===== config.mk =====
export PLATFORM = sky130hd
export DESIGN_NAME = pimsc_top
export DESIGN_NICKNAME = d
export VERILOG_FILES = /design/src/verilog/pimsc_pkg.sv /design/src/verilog/pimsc_irq_gate.sv /design/src/verilog/pimsc_coin_acq.sv /design/src/verilog/pimsc_top.sv
export SDC_FILE = /design/constraint.sdc
export NUM_CORES = 1
export LEC_CHECK = 0
export BUFFER_PORTS_ARGS = -buffer_cell sky130_fd_sc_hd__buf_2
export CAP_MARGIN = 25
export CORE_ASPECT_RATIO = 1.2
export CORE_UTILIZATION = 41
export CTS_CLUSTER_SIZE = 24
export DETAILED_ROUTE_END_ITERATION = 12
export PLACE_DENSITY = 0.55
export SYNTH_ARGS = -nofsm -noshare
export SYNTH_HDL_FRONTEND = slang
export SYNTH_HIERARCHICAL = 1
export SYNTH_SLANG_ARGS = --single-unit

===== constraint.sdc =====
create_clock -name clk_i -period 2.5 [get_ports clk_i]
set_input_delay 0.125 -clock clk_i [delete_from_list [all_inputs] [get_ports clk_i]]
set_output_delay 0.125 -clock clk_i [all_outputs]
set_load 0.05 [all_outputs]

===== src/verilog/pimsc_pkg.sv =====
// shared constants and types of the load switch mask, status and control bank
package pimsc_pkg;

	// register offsets (i2c sub-addresses)
	localparam logic [7:0] REG_MASK_OFS = 8'h04;
	localparam logic [7:0] REG_STATUS_OFS = 8'h05;
	localparam logic [7:0] REG_CTRL_OFS = 8'h06;

	// load switch mask register fields
	localparam int MASK_WIDTH = 6;
	localparam int MASK_FAULT_LSB = 3;
	localparam int MASK_ILIM_LSB = 0;
	localparam logic [5:0] MASK_RESET = 6'h00;

	// status register fields
	localparam int STAT_SEAL_BIT = 7;
	localparam int STAT_NVM_BIT = 6;
	localparam int STAT_SUPPLY_BIT = 5;
	localparam int STAT_BUTTON_BIT = 4;
	localparam int STAT_STATE_LSB = 2;
	localparam int STAT_CC_LSB = 0;

	// control register fields
	localparam int CTRL_PF_BIT = 1;
	localparam int CTRL_CC_BIT = 0;
	localparam logic CTRL_PF_RESET = 1'b0;
	localparam logic CTRL_CC_RESET = 1'b0;

	// coin cell level codes
	localparam logic [1:0] CC_LEVEL_RESET = 2'h0;

	// power state codes as reported in the status register
	localparam logic [1:0] PSTATE_TRANSIT = 2'h0;
	localparam logic [1:0] PSTATE_AWAIT_EN = 2'h1;
	localparam logic [1:0] PSTATE_ACTIVE = 2'h2;
	localparam logic [1:0] PSTATE_SUSPEND = 2'h3;

	// seven-bit i2c device address
	localparam logic [6:0] DEV_ADDR_DEFAULT = 7'h24;

	// timing
	localparam int CLK_PERIOD_NS = 20;
	localparam int ACQ_TIME_NS = 2000;
	localparam int ACQ_CYCLES_DEFAULT =
		(ACQ_TIME_NS + CLK_PERIOD_NS - 1) / CLK_PERIOD_NS;

	// i2c slave states
	typedef enum logic [2:0] {
		I2C_IDLE,
		I2C_ADDR,
		I2C_AACK,
		I2C_REG,
		I2C_WACK,
		I2C_WDATA,
		I2C_RDATA,
		I2C_RACK
	} pimsc_i2c_e;

endpackage : pimsc_pkg


===== src/verilog/pimsc_irq_gate.sv =====
// mask and combine of the load switch interrupt events onto the irq pin
`timescale 1ns/10ps
module pimsc_irq_gate #(
	parameter int N = 6
) (
	input wire logic clk_i,
	input wire logic reset_n_i,
	input wire logic ce_i,
	input wire logic [N-1:0] event_i,
	input wire logic [N-1:0] mask_i,
	output logic irq_n_o
);

	typedef struct packed {
		logic irq_n;
	} pimsc_gate_s;

	pimsc_gate_s gate_q;
	pimsc_gate_s gate_d;

	// mask only gates propagation, events are never altered here
	always_comb begin
		gate_d = gate_q;
		gate_d.irq_n = ~|(event_i & ~mask_i);
	end

	always_ff @(posedge clk_i) begin
		if (!reset_n_i) begin
			gate_q <= '{irq_n: 1'b1};
		end else if (ce_i) begin
			gate_q <= gate_d;
		end
	end

	assign irq_n_o = gate_q.irq_n;

endmodule : pimsc_irq_gate


===== src/verilog/pimsc_coin_acq.sv =====
// coin cell voltage acquisition sequencer
`timescale 1ns/10ps
module pimsc_coin_acq #(
	parameter int CYCLES = 100
) (
	input wire logic clk_i,
	input wire logic reset_n_i,
	input wire logic ce_i,
	input wire logic go_i,
	input wire logic [1:0] compare_i,
	output logic busy_o,
	output logic done_o,
	output logic [1:0] level_o
);
	import pimsc_pkg::*;

	localparam int CW = $clog2(CYCLES + 1);

	typedef struct packed {
		logic busy;
		logic done;
		logic [CW-1:0] cnt;
		logic [1:0] level;
	} pimsc_acq_s;

	pimsc_acq_s acq_q;
	pimsc_acq_s acq_d;

	always_comb begin
		acq_d = acq_q;
		acq_d.done = 1'b0;
		if (acq_q.busy) begin
			if (acq_q.cnt <= CW'(1)) begin
				// result latched at the end of the measuring window
				acq_d.busy = 1'b0;
				acq_d.done = 1'b1;
				acq_d.level = compare_i;
			end else begin
				acq_d.cnt = acq_q.cnt - CW'(1);
			end
		end else if (go_i && !acq_q.done) begin
			acq_d.busy = 1'b1;
			acq_d.cnt = CW'(CYCLES);
		end
	end

	always_ff @(posedge clk_i) begin
		if (!reset_n_i) begin
			acq_q <= '{busy: 1'b0, done: 1'b0, cnt: '0,
				level: CC_LEVEL_RESET};
		end else if (ce_i) begin
			acq_q <= acq_d;
		end
	end

	assign busy_o = acq_q.busy;
	assign done_o = acq_q.done;
	assign level_o = acq_q.level;

endmodule : pimsc_coin_acq


===== src/verilog/pimsc_top.sv =====
// i2c reachable load switch mask, status and control register bank
//
// Function
// - mask bits 5..3 hold the fault interrupt masks of switches 3..1, reset 0.
// - mask bits 2..0 hold the current-limit masks of switches 3..1, reset 0.
// - an event with mask 0 pulls the irq pin low, with mask 1 it is ignored.
// - masking never changes monitoring or detection, only propagation.
// - status bit 7 is 0 while the freshness seal is intact, 1 once broken.
// - status bit 6 is 1 once non-volatile defaults have been changed.
// - status bit 5 reads 1 while the supply-detect pin is low, else 0.
// - status bit 4 reads 1 while the push-button pin is low, else 0.
// - status bits 3-2 give the power state: transit, await, active, suspend.
// - status bits 1-0 give the coin cell level from low to ideal.
// - with control bit 1 set a low power-fail output shuts all rails off.
// - writing 1 to control bit 0 starts an acquisition and self-clears.
// - a current-limit event is present only while that switch limits.
`timescale 1ns/10ps
module pimsc_top #(
	parameter logic [6:0] DEV_ADDR = pimsc_pkg::DEV_ADDR_DEFAULT,
	parameter int ACQ_CYCLES = pimsc_pkg::ACQ_CYCLES_DEFAULT
) (
	input wire logic clk_i,
	input wire logic reset_n_i,
	input wire logic ce_i,
	input wire logic scl_i,
	input wire logic sda_i,
	output logic sda_o,
	output logic sda_oe_o,
	input wire logic [2:0] sw_fault_i,
	input wire logic [2:0] sw_ilimit_i,
	input wire logic seal_broken_i,
	input wire logic nvm_modified_i,
	input wire logic external_supply_detect_n_i,
	input wire logic push_button_input_n_i,
	input wire logic [1:0] power_state_i,
	input wire logic [1:0] coin_cell_compare_i,
	input wire logic powerfail_out_n_i,
	output logic irq_out_n_o,
	output logic powerfail_shutdown_o,
	output logic coin_cell_measure_o
);
	import pimsc_pkg::*;

	typedef struct packed {
		pimsc_i2c_e st;
		logic scl;
		logic sda;
		logic [3:0] bits;
		logic [7:0] sh;
		logic rw;
		logic nack;
		logic [7:0] ptr;
		logic oe;
		logic [MASK_WIDTH-1:0] mask;
		logic pf_en;
		logic cc_go;
		logic pf_off;
	} pimsc_state_s;

	pimsc_state_s state_q;
	pimsc_state_s state_d;

	logic rise;
	logic fall;
	logic start;
	logic stop;
	logic [7:0] status_w;
	logic [7:0] rd_w;
	logic [5:0] event_w;
	logic cc_done_w;
	logic cc_busy_w;
	logic [1:0] cc_level_w;

	// read value of the register at a sub-address; unmapped reads 00h
	function automatic logic [7:0] rd_byte(
		input logic [7:0] ptr,
		input logic [7:0] stat,
		input logic [MASK_WIDTH-1:0] mask,
		input logic pf,
		input logic go
	);
		logic [7:0] r;
		r = 8'h00;
		case (ptr)
			REG_MASK_OFS: begin
				r[MASK_WIDTH-1:0] = mask;
			end
			REG_STATUS_OFS: begin
				r = stat;
			end
			REG_CTRL_OFS: begin
				r[CTRL_PF_BIT] = pf;
				r[CTRL_CC_BIT] = go;
			end
			default: begin
				r = 8'h00;
			end
		endcase
		return r;
	endfunction : rd_byte

	// sub-address after a byte; wraps only from FFh to 00h
	function automatic logic [7:0] next_ptr(input logic [7:0] p);
		return p + 8'h01;
	endfunction : next_ptr

	// bit counter step within a byte
	function automatic logic [3:0] next_bit(input logic [3:0] b);
		return b + 4'h1;
	endfunction : next_bit

	// next state when a read byte is due, after the address ack or a host ack
	function automatic pimsc_state_s load_read(input pimsc_state_s s,
		input logic [7:0] b);
		pimsc_state_s n;
		n = s;
		n.bits = 4'h0;
		n.sh = b;
		n.oe = ~b[7];
		n.ptr = next_ptr(s.ptr);
		n.st = I2C_RDATA;
		return n;
	endfunction : load_read

	// status is sampled live at the moment a read byte is loaded
	always_comb begin
		status_w = 8'h00;
		status_w[STAT_SEAL_BIT] = seal_broken_i;
		status_w[STAT_NVM_BIT] = nvm_modified_i;
		status_w[STAT_SUPPLY_BIT] = ~external_supply_detect_n_i;
		status_w[STAT_BUTTON_BIT] = ~push_button_input_n_i;
		status_w[STAT_STATE_LSB +: 2] = power_state_i;
		status_w[STAT_CC_LSB +: 2] = cc_level_w;
	end

	assign rd_w = rd_byte(state_q.ptr, status_w, state_q.mask,
		state_q.pf_en, state_q.cc_go);

	// bus conditions seen against the previous sample of the pins
	assign rise = ~state_q.scl & scl_i;
	assign fall = state_q.scl & ~scl_i;
	assign start = state_q.scl & scl_i & state_q.sda & ~sda_i;
	assign stop = state_q.scl & scl_i & ~state_q.sda & sda_i;

	always_comb begin
		logic go_set;
		go_set = 1'b0;
		state_d = state_q;
		state_d.scl = scl_i;
		state_d.sda = sda_i;
		// rails off while enabled and the comparator has tripped
		state_d.pf_off = state_q.pf_en & ~powerfail_out_n_i;
		if (start) begin
			// also serves as repeated start
			state_d.st = I2C_ADDR;
			state_d.bits = 4'h0;
			state_d.oe = 1'b0;
		end else if (stop) begin
			state_d.st = I2C_IDLE;
			state_d.oe = 1'b0;
		end else if (rise) begin
			if (state_q.st inside {I2C_ADDR, I2C_REG, I2C_WDATA}) begin
				state_d.sh = {state_q.sh[6:0], sda_i};
				state_d.bits = next_bit(state_q.bits);
			end else if (state_q.st == I2C_RACK) begin
				state_d.nack = sda_i;
			end
		end else if (fall) begin
			unique case (state_q.st)
				I2C_IDLE: begin
					state_d.oe = 1'b0;
				end
				I2C_ADDR: begin
					if (state_q.bits == 4'h8) begin
						if (state_q.sh[7:1] == DEV_ADDR) begin
							state_d.rw = state_q.sh[0];
							state_d.oe = 1'b1;
							state_d.st = I2C_AACK;
						end else begin
							state_d.st = I2C_IDLE;
						end
					end
				end
				I2C_AACK: begin
					state_d.bits = 4'h0;
					if (state_q.rw) begin
						state_d = load_read(state_d, rd_w);
					end else begin
						state_d.oe = 1'b0;
						state_d.st = I2C_REG;
					end
				end
				I2C_REG: begin
					if (state_q.bits == 4'h8) begin
						state_d.ptr = state_q.sh;
						state_d.oe = 1'b1;
						state_d.st = I2C_WACK;
					end
				end
				I2C_WDATA: begin
					if (state_q.bits == 4'h8) begin
						state_d.oe = 1'b1;
						state_d.st = I2C_WACK;
						state_d.ptr = next_ptr(state_q.ptr);
						if (state_q.ptr == REG_MASK_OFS) begin
							state_d.mask = state_q.sh[MASK_WIDTH-1:0];
						end else if (state_q.ptr == REG_CTRL_OFS) begin
							state_d.pf_en = state_q.sh[CTRL_PF_BIT];
							// writing 0 leaves a pending acquisition alone
							go_set = state_q.sh[CTRL_CC_BIT];
						end
					end
				end
				I2C_WACK: begin
					state_d.oe = 1'b0;
					state_d.bits = 4'h0;
					state_d.st = I2C_WDATA;
				end
				I2C_RDATA: begin
					if (state_q.bits == 4'h7) begin
						state_d.oe = 1'b0;
						state_d.st = I2C_RACK;
					end else begin
						state_d.sh = {state_q.sh[6:0], 1'b0};
						state_d.oe = ~state_q.sh[6];
						state_d.bits = next_bit(state_q.bits);
					end
				end
				I2C_RACK: begin
					state_d.bits = 4'h0;
					if (state_q.nack) begin
						state_d.oe = 1'b0;
						state_d.st = I2C_IDLE;
					end else begin
						state_d = load_read(state_d, rd_w);
					end
				end
			endcase
		end
		// a new write of 1 wins over the automatic clear
		state_d.cc_go = go_set | (state_q.cc_go & ~cc_done_w);
	end

	always_ff @(posedge clk_i) begin
		if (!reset_n_i) begin
			state_q <= '{
				st: I2C_IDLE,
				scl: 1'b1,
				sda: 1'b1,
				bits: 4'h0,
				sh: 8'h00,
				rw: 1'b0,
				nack: 1'b0,
				ptr: 8'h00,
				oe: 1'b0,
				mask: MASK_RESET,
				pf_en: CTRL_PF_RESET,
				cc_go: CTRL_CC_RESET,
				pf_off: 1'b0
			};
		end else if (ce_i) begin
			state_q <= state_d;
		end
	end

	// events are the live switch conditions; masks never touch them
	assign event_w[MASK_FAULT_LSB +: 3] = sw_fault_i;
	assign event_w[MASK_ILIM_LSB +: 3] = sw_ilimit_i;

	pimsc_irq_gate #(
		.N(MASK_WIDTH)
	) u_irq_gate (
		.clk_i(clk_i),
		.reset_n_i(reset_n_i),
		.ce_i(ce_i),
		.event_i(event_w),
		.mask_i(state_q.mask),
		.irq_n_o(irq_out_n_o)
	);

	pimsc_coin_acq #(
		.CYCLES(ACQ_CYCLES)
	) u_coin_acq (
		.clk_i(clk_i),
		.reset_n_i(reset_n_i),
		.ce_i(ce_i),
		.go_i(state_q.cc_go),
		.compare_i(coin_cell_compare_i),
		.busy_o(cc_busy_w),
		.done_o(cc_done_w),
		.level_o(cc_level_w)
	);

	// open-drain data line only ever pulls low
	assign sda_o = 1'b0;
	assign sda_oe_o = state_q.oe;
	assign powerfail_shutdown_o = state_q.pf_off;
	assign coin_cell_measure_o = cc_busy_w;

endmodule : pimsc_top


; After elaboration in Yosys (flattened, before gate mapping)
; Index checks and enable logic that the tools add are counted.
[op_classes]
add_sub_neg = 3
order_cmp = 1
n_eq_ne = 42
muxes = 102
bitwise = 25
reduce_logical = 30
[op_table]
columns = operator, count
row1 = two-way mux 24 bit, 11
row2 = two-way mux 12 bit, 8
row3 = two-way mux 16 bit, 6
row4 = two-way mux 18 bit, 3
row5 = two-way mux 9 bit, 6
row6 = two-way mux 37 bit, 1
row7 = case mux 8 bit (4 select lines), 1
row8 = two-way mux 1 bit, 28
row9 = two-way mux 2 bit, 14
row10 = inequality test 5 bit (second input constant), 5
row11 = equality test 8 x 3 -> 1 bit (second input constant), 3
row12 = inequality test 6 x 5 -> 1 bit (second input constant), 4
row13 = case mux 8 bit (3 select lines), 1
row14 = two-way mux 3 bit, 7
row15 = two-way mux 7 bit, 3
row16 = case mux 7 bit (3 select lines), 1
row17 = AND reduction 10 bit, 2
row18 = inequality test 6 bit (second input constant), 3
row19 = case mux 3 bit (6 select lines), 1
row20 = AND reduction 9 bit, 2
row21 = inequality test 4 x 3 -> 1 bit (second input constant), 4
row22 = case mux 4 bit (4 select lines), 1
row23 = nonzero test 3 bit, 5
row24 = AND reduction 7 bit, 2
row25 = other kinds (42), 81
[word_totals]
reg_bits = 49
inputBits = 20
out_inout_bits = 5
word_cells = 221

; Longest topological paths before layout
[logic_depth]
word_depth = 14
ltp_mapped = 9
ltp_nobuf = 7

; Modules after synthesis
; Netlist, hierarchy kept.
[by_module_without_submodules]
columns = module, instances, cells_each, area_per_inst_um2, seq_area_each_um2
row1 = pimsc_top, 1, 326, 2612.5, 740.7
row2 = pimsc_coin_acq, 1, 71, 623.1, 220.2
row3 = pimsc_irq_gate, 1, 11, 80.1, 20.0

; Worst setup path before layout
; OpenSTA, ideal clock, no wires.
[synth_timing]
kind = register to register
start = register state_q[33] (netlist bit)
end = register state_q[12] (netlist bit)
setup_ns = 0.132
arrival_time_ns = 1.736
required_time_ns = 2.368
path_slack_ns = 0.632
stages_incl_launch_ff = 9
path_buffers = 1
period_less_slack_ns = 1.868
path_cell_list = dfxtp_1 inv_1 ha_1 buf_2 nand2b_1 nor3_1 nand3_1 o311ai_1 o41ai_1
[synth_via]
elab_chain_cells = 5
elab_cells_between_ends = 16
cone_classes = 4 x eq/ne / 11 x bitwise / 1 x reduce/logical
[synth_rtl]
columns = item, line_no
row1 = "start, declared", pimsc_top.sv:60  ; pimsc_state_s state_q;
row2 = "start signal, assigned", pimsc_top.sv:246  ; state_q <= '{
row3 = "start signal, assigned", pimsc_top.sv:262  ; state_q <= state_d;
row4 = AND 1 bit, "pimsc_top.sv:142, pimsc_top.sv:143"
row5 = "AND 1 bit, on equally long branches (2 in series)", "pimsc_top.sv:142, pimsc_top.sv:143"
row6 = inequality test 6 x 5 -> 1 bit (no source line) (tied with other cells), n/a
row7 = AND reduction 10 bit (no source line) (*), n/a
; Every way passes the cells marked *; elsewhere a longest branch is shown, timed or not.
; A chain may end at the register's enable or synchronous reset.

; Final worst setup path
; Same ends and word-level chain as after synthesis.

==> metrics.txt <==
outcome=finished clean; Synth Flop Type=dfxtp_1; WL/cell=between 15 and 20 µm; fraction of registers with async set/reset=0%; post-synthesis mux area share=under 10%; commonest non-fill, non-tap cells in the layout=49 x dfxtp_1, 47 x nand2_1, 26 x a21oi_1; fin nets=456; DR vias=about 3000; Yosys warning total=6; Max Transition Viols Final=0; first-pass GRT wire length=between 10000 and 15000 µm; Max Root-Sink Buffers=2; r2r startpoint=state_q[33]; post-synthesis simple-gate area fraction=a little over a quarter; Rows=35; EDFF count, synth=0; CTS tree=done; commonest non-fill, non-tap cell in the layout=dfxtp_1; Post-Place Cell Area=roughly 3500 µm²; vias in the first global route=about 3000; ranking of synthesized cells by area=dfxtp_1 30%, nand2_1 5.3%, ha_1 4.5%; post-DP HPWL=around 6000 µm; Clock Skew=6.924 ps; initial antenna violation count=0; fin area=around 3600 µm²; Clock transition at path regs=~100 ps; register bit total from synthesis=49; diode count=0; largest family of logic cells by synthesized area=compound AO/OA/AOI/OAI gates; Final Non-Filler Cells=~520; worst hold path type=input port to flop; chip height=between 100 and 150 µm; Max Cap Viol=0; hold depth=3; Seq/Total Area, Yosys=between 20 and 30%; Via density=5.896; Cell Pwr Density=between 300 and 400 nW/µm²; Setup Fix Bufs, Post-CTS=0; endpoints failing setup=0; area share of the leading cell type in the synthesized netlist=approximately 30%; CTS sink count=49; die area=8452 µm²; WP data required=2680 ps; final worst slack=roughly 350 ps; compound-cell area share of the yosys netlist=between 20% and 30%; Clk Latency, worst-skew pair=around 300 ps; CP Data Arrival Time=~2300 ps; Pwr Total=~1.4 mW; Worst Hold Launch=coin_cell_compare_i[1]; Max-slew headroom=between 60% and 70%; Die Width=roughly 84 µm; final core occ=roughly 46%; crit path max fanout=9; critical path class=flop to flop; setup repair after global routing missed its margin=false; Synth Area in XOR/XNOR=less than 1%; setup TNS=0 ps; Layout area overhead=7.849%; Reg2Reg Depth=7; final period utilization=~86%; Num CTS Buffers=5; r2r endpoint=state_q[12]; share of layout cells above drive strength 1=14.59%; Post-Route WL=approximately 8400 µm; DRC=0; CTS resizes=0; Layout fillers=773; Syn Nets=between 400 and 500; Synth Cell Area=3316 µm²; Core Box Area=7751 µm²; Clk Tree Root Cell=clkbuf_8; leak pwr=around 1.3 nW; final worst path period need=about 2200 ps; Post-Syn Instances=just over 400; number of library cell types mapped by synthesis=between 70 and 80; hold_ws=~76 ps; highest ir drop seen on vdd=between 0.3 and 0.4 mV; largest net degree at the start of global routing=37; top cell type by total area after synthesis=dfxtp_1; Antenna Nets Post-Route=0; Setup Slack @ Placement=about 380 ps; hold endpoint=u_coin_acq/level_o[1]; crit end category=flop; CTS Hold Bufs=0; syn_area_per_cell=between 8 and 9 µm²; Initial Util=between 40% and 50%; Max Clock Freq=roughly 460 MHz; H-tree Lvls=2; gpl congestion=0.8721; drt first pass iters=4; grt total ovfl=0; PortBufs=23; Placed Instances=slightly above 500; flop2flop setup slack=between 300 and 400 ps; Hold Vio Cnt, Final=0; adder-cell share of the synthesized area=between 4 and 5%; I/O pin count=25; Slew @ Worst Pin=between 500 and 600 ps; Iter 0 DRT Violations=roughly 260; GRT Util Overall=between 20% and 30%; Worst setup SP type=flop
## cell usage after synthesis, types with 3 or more instances
master     count
nand3b_1       6
nor2_1        24
and3_1         6
dfxtp_1       49
nand2b_1       8
nand4_1        3
o31ai_1       10
ha_1          12
o22ai_1        5
o2111ai_1      4
o41ai_1        4
o211a_1        3
nor2b_1       11
o211ai_1       4
a22oi_1        6
and2_1         6
nand2_1       47
inv_1         22
nor4_1         3
buf_4          5
o21ai_0       11
buf_2         10
a21boi_0       3
or4_1          5
a21oi_1       26
mux2i_1       10
a211oi_1      11
clkbuf_1       9
or3_1          3
nand3_1       25
## worst max path at each step
stage,to,from,cells after the start
final,state_q[12],state_q[33],7
after global routing,state_q[15],state_q[33],7
after CTS,state_q[15],state_q[33],7
after detailed placement,state_q[12],state_q[33],7
after global placement,state_q[15],state_q[33],7
after floorplan,state_q[12],state_q[33],8
## critical path: stages (launching register included)
cell      delay (ps)
dfxtp_1          390
inv_1             80
ha_1             280
nand2b_1         250
nor3_1           260
nand3_1          300
o311ai_1         350
o41ai_1          120
## report_power, final
group          switching [mW]  total (mW)  internal (mW)  leakage (nW)
sequential            0.00440       0.788          0.784         0.395
clock                   0.287       0.485          0.198        0.0374
combinational          0.0927       0.141         0.0480         0.843
## cell type report
type	instances	area [µm²]	share of cell area (%)
Clock inverter	2	15.01	0.4199
Sequential cell	49	980.9	27.43
Inverter	22	82.58	2.309
Clock buffer	6	72.57	2.029
Timing Repair Buffer	35	205.2	5.738
Tap cell	92	115.1	3.219
Multi-Input combinational cell	311	2105	58.85
## per-layer routing
layer  global-route usage, %  wire length, µm  part of all wire (%)
met5                       0                0                     0
met4                   7.958              155                   1.8
met3                   2.129              306                   3.6
met2                   36.70             4045                    48
met1                   27.98             3894                    46
## kinds of logic after synthesis
family                   after synthesis
XOR/XNOR                               2
flip-flops                            49
multiplexers                          10
adder cells (fa/ha/maj)               12
AO/OA/AOI/OAI                        124
other                                  1
AND/OR/NAND/NOR                      162
buffers and inverters                 48
## registers in the layout (all words and copies together), names as in the netlist, named ones only
signal / cells
powerfail_shutdown_o: 1
sda_oe_o: 1
state_q: 34
u_coin_acq/acq_q: 7
u_coin_acq/busy_o: 1
u_coin_acq/done_o: 1
u_coin_acq/level_o: 2
u_irq_gate/irq_n_o: 1
(Power assumes the default switching activity.)
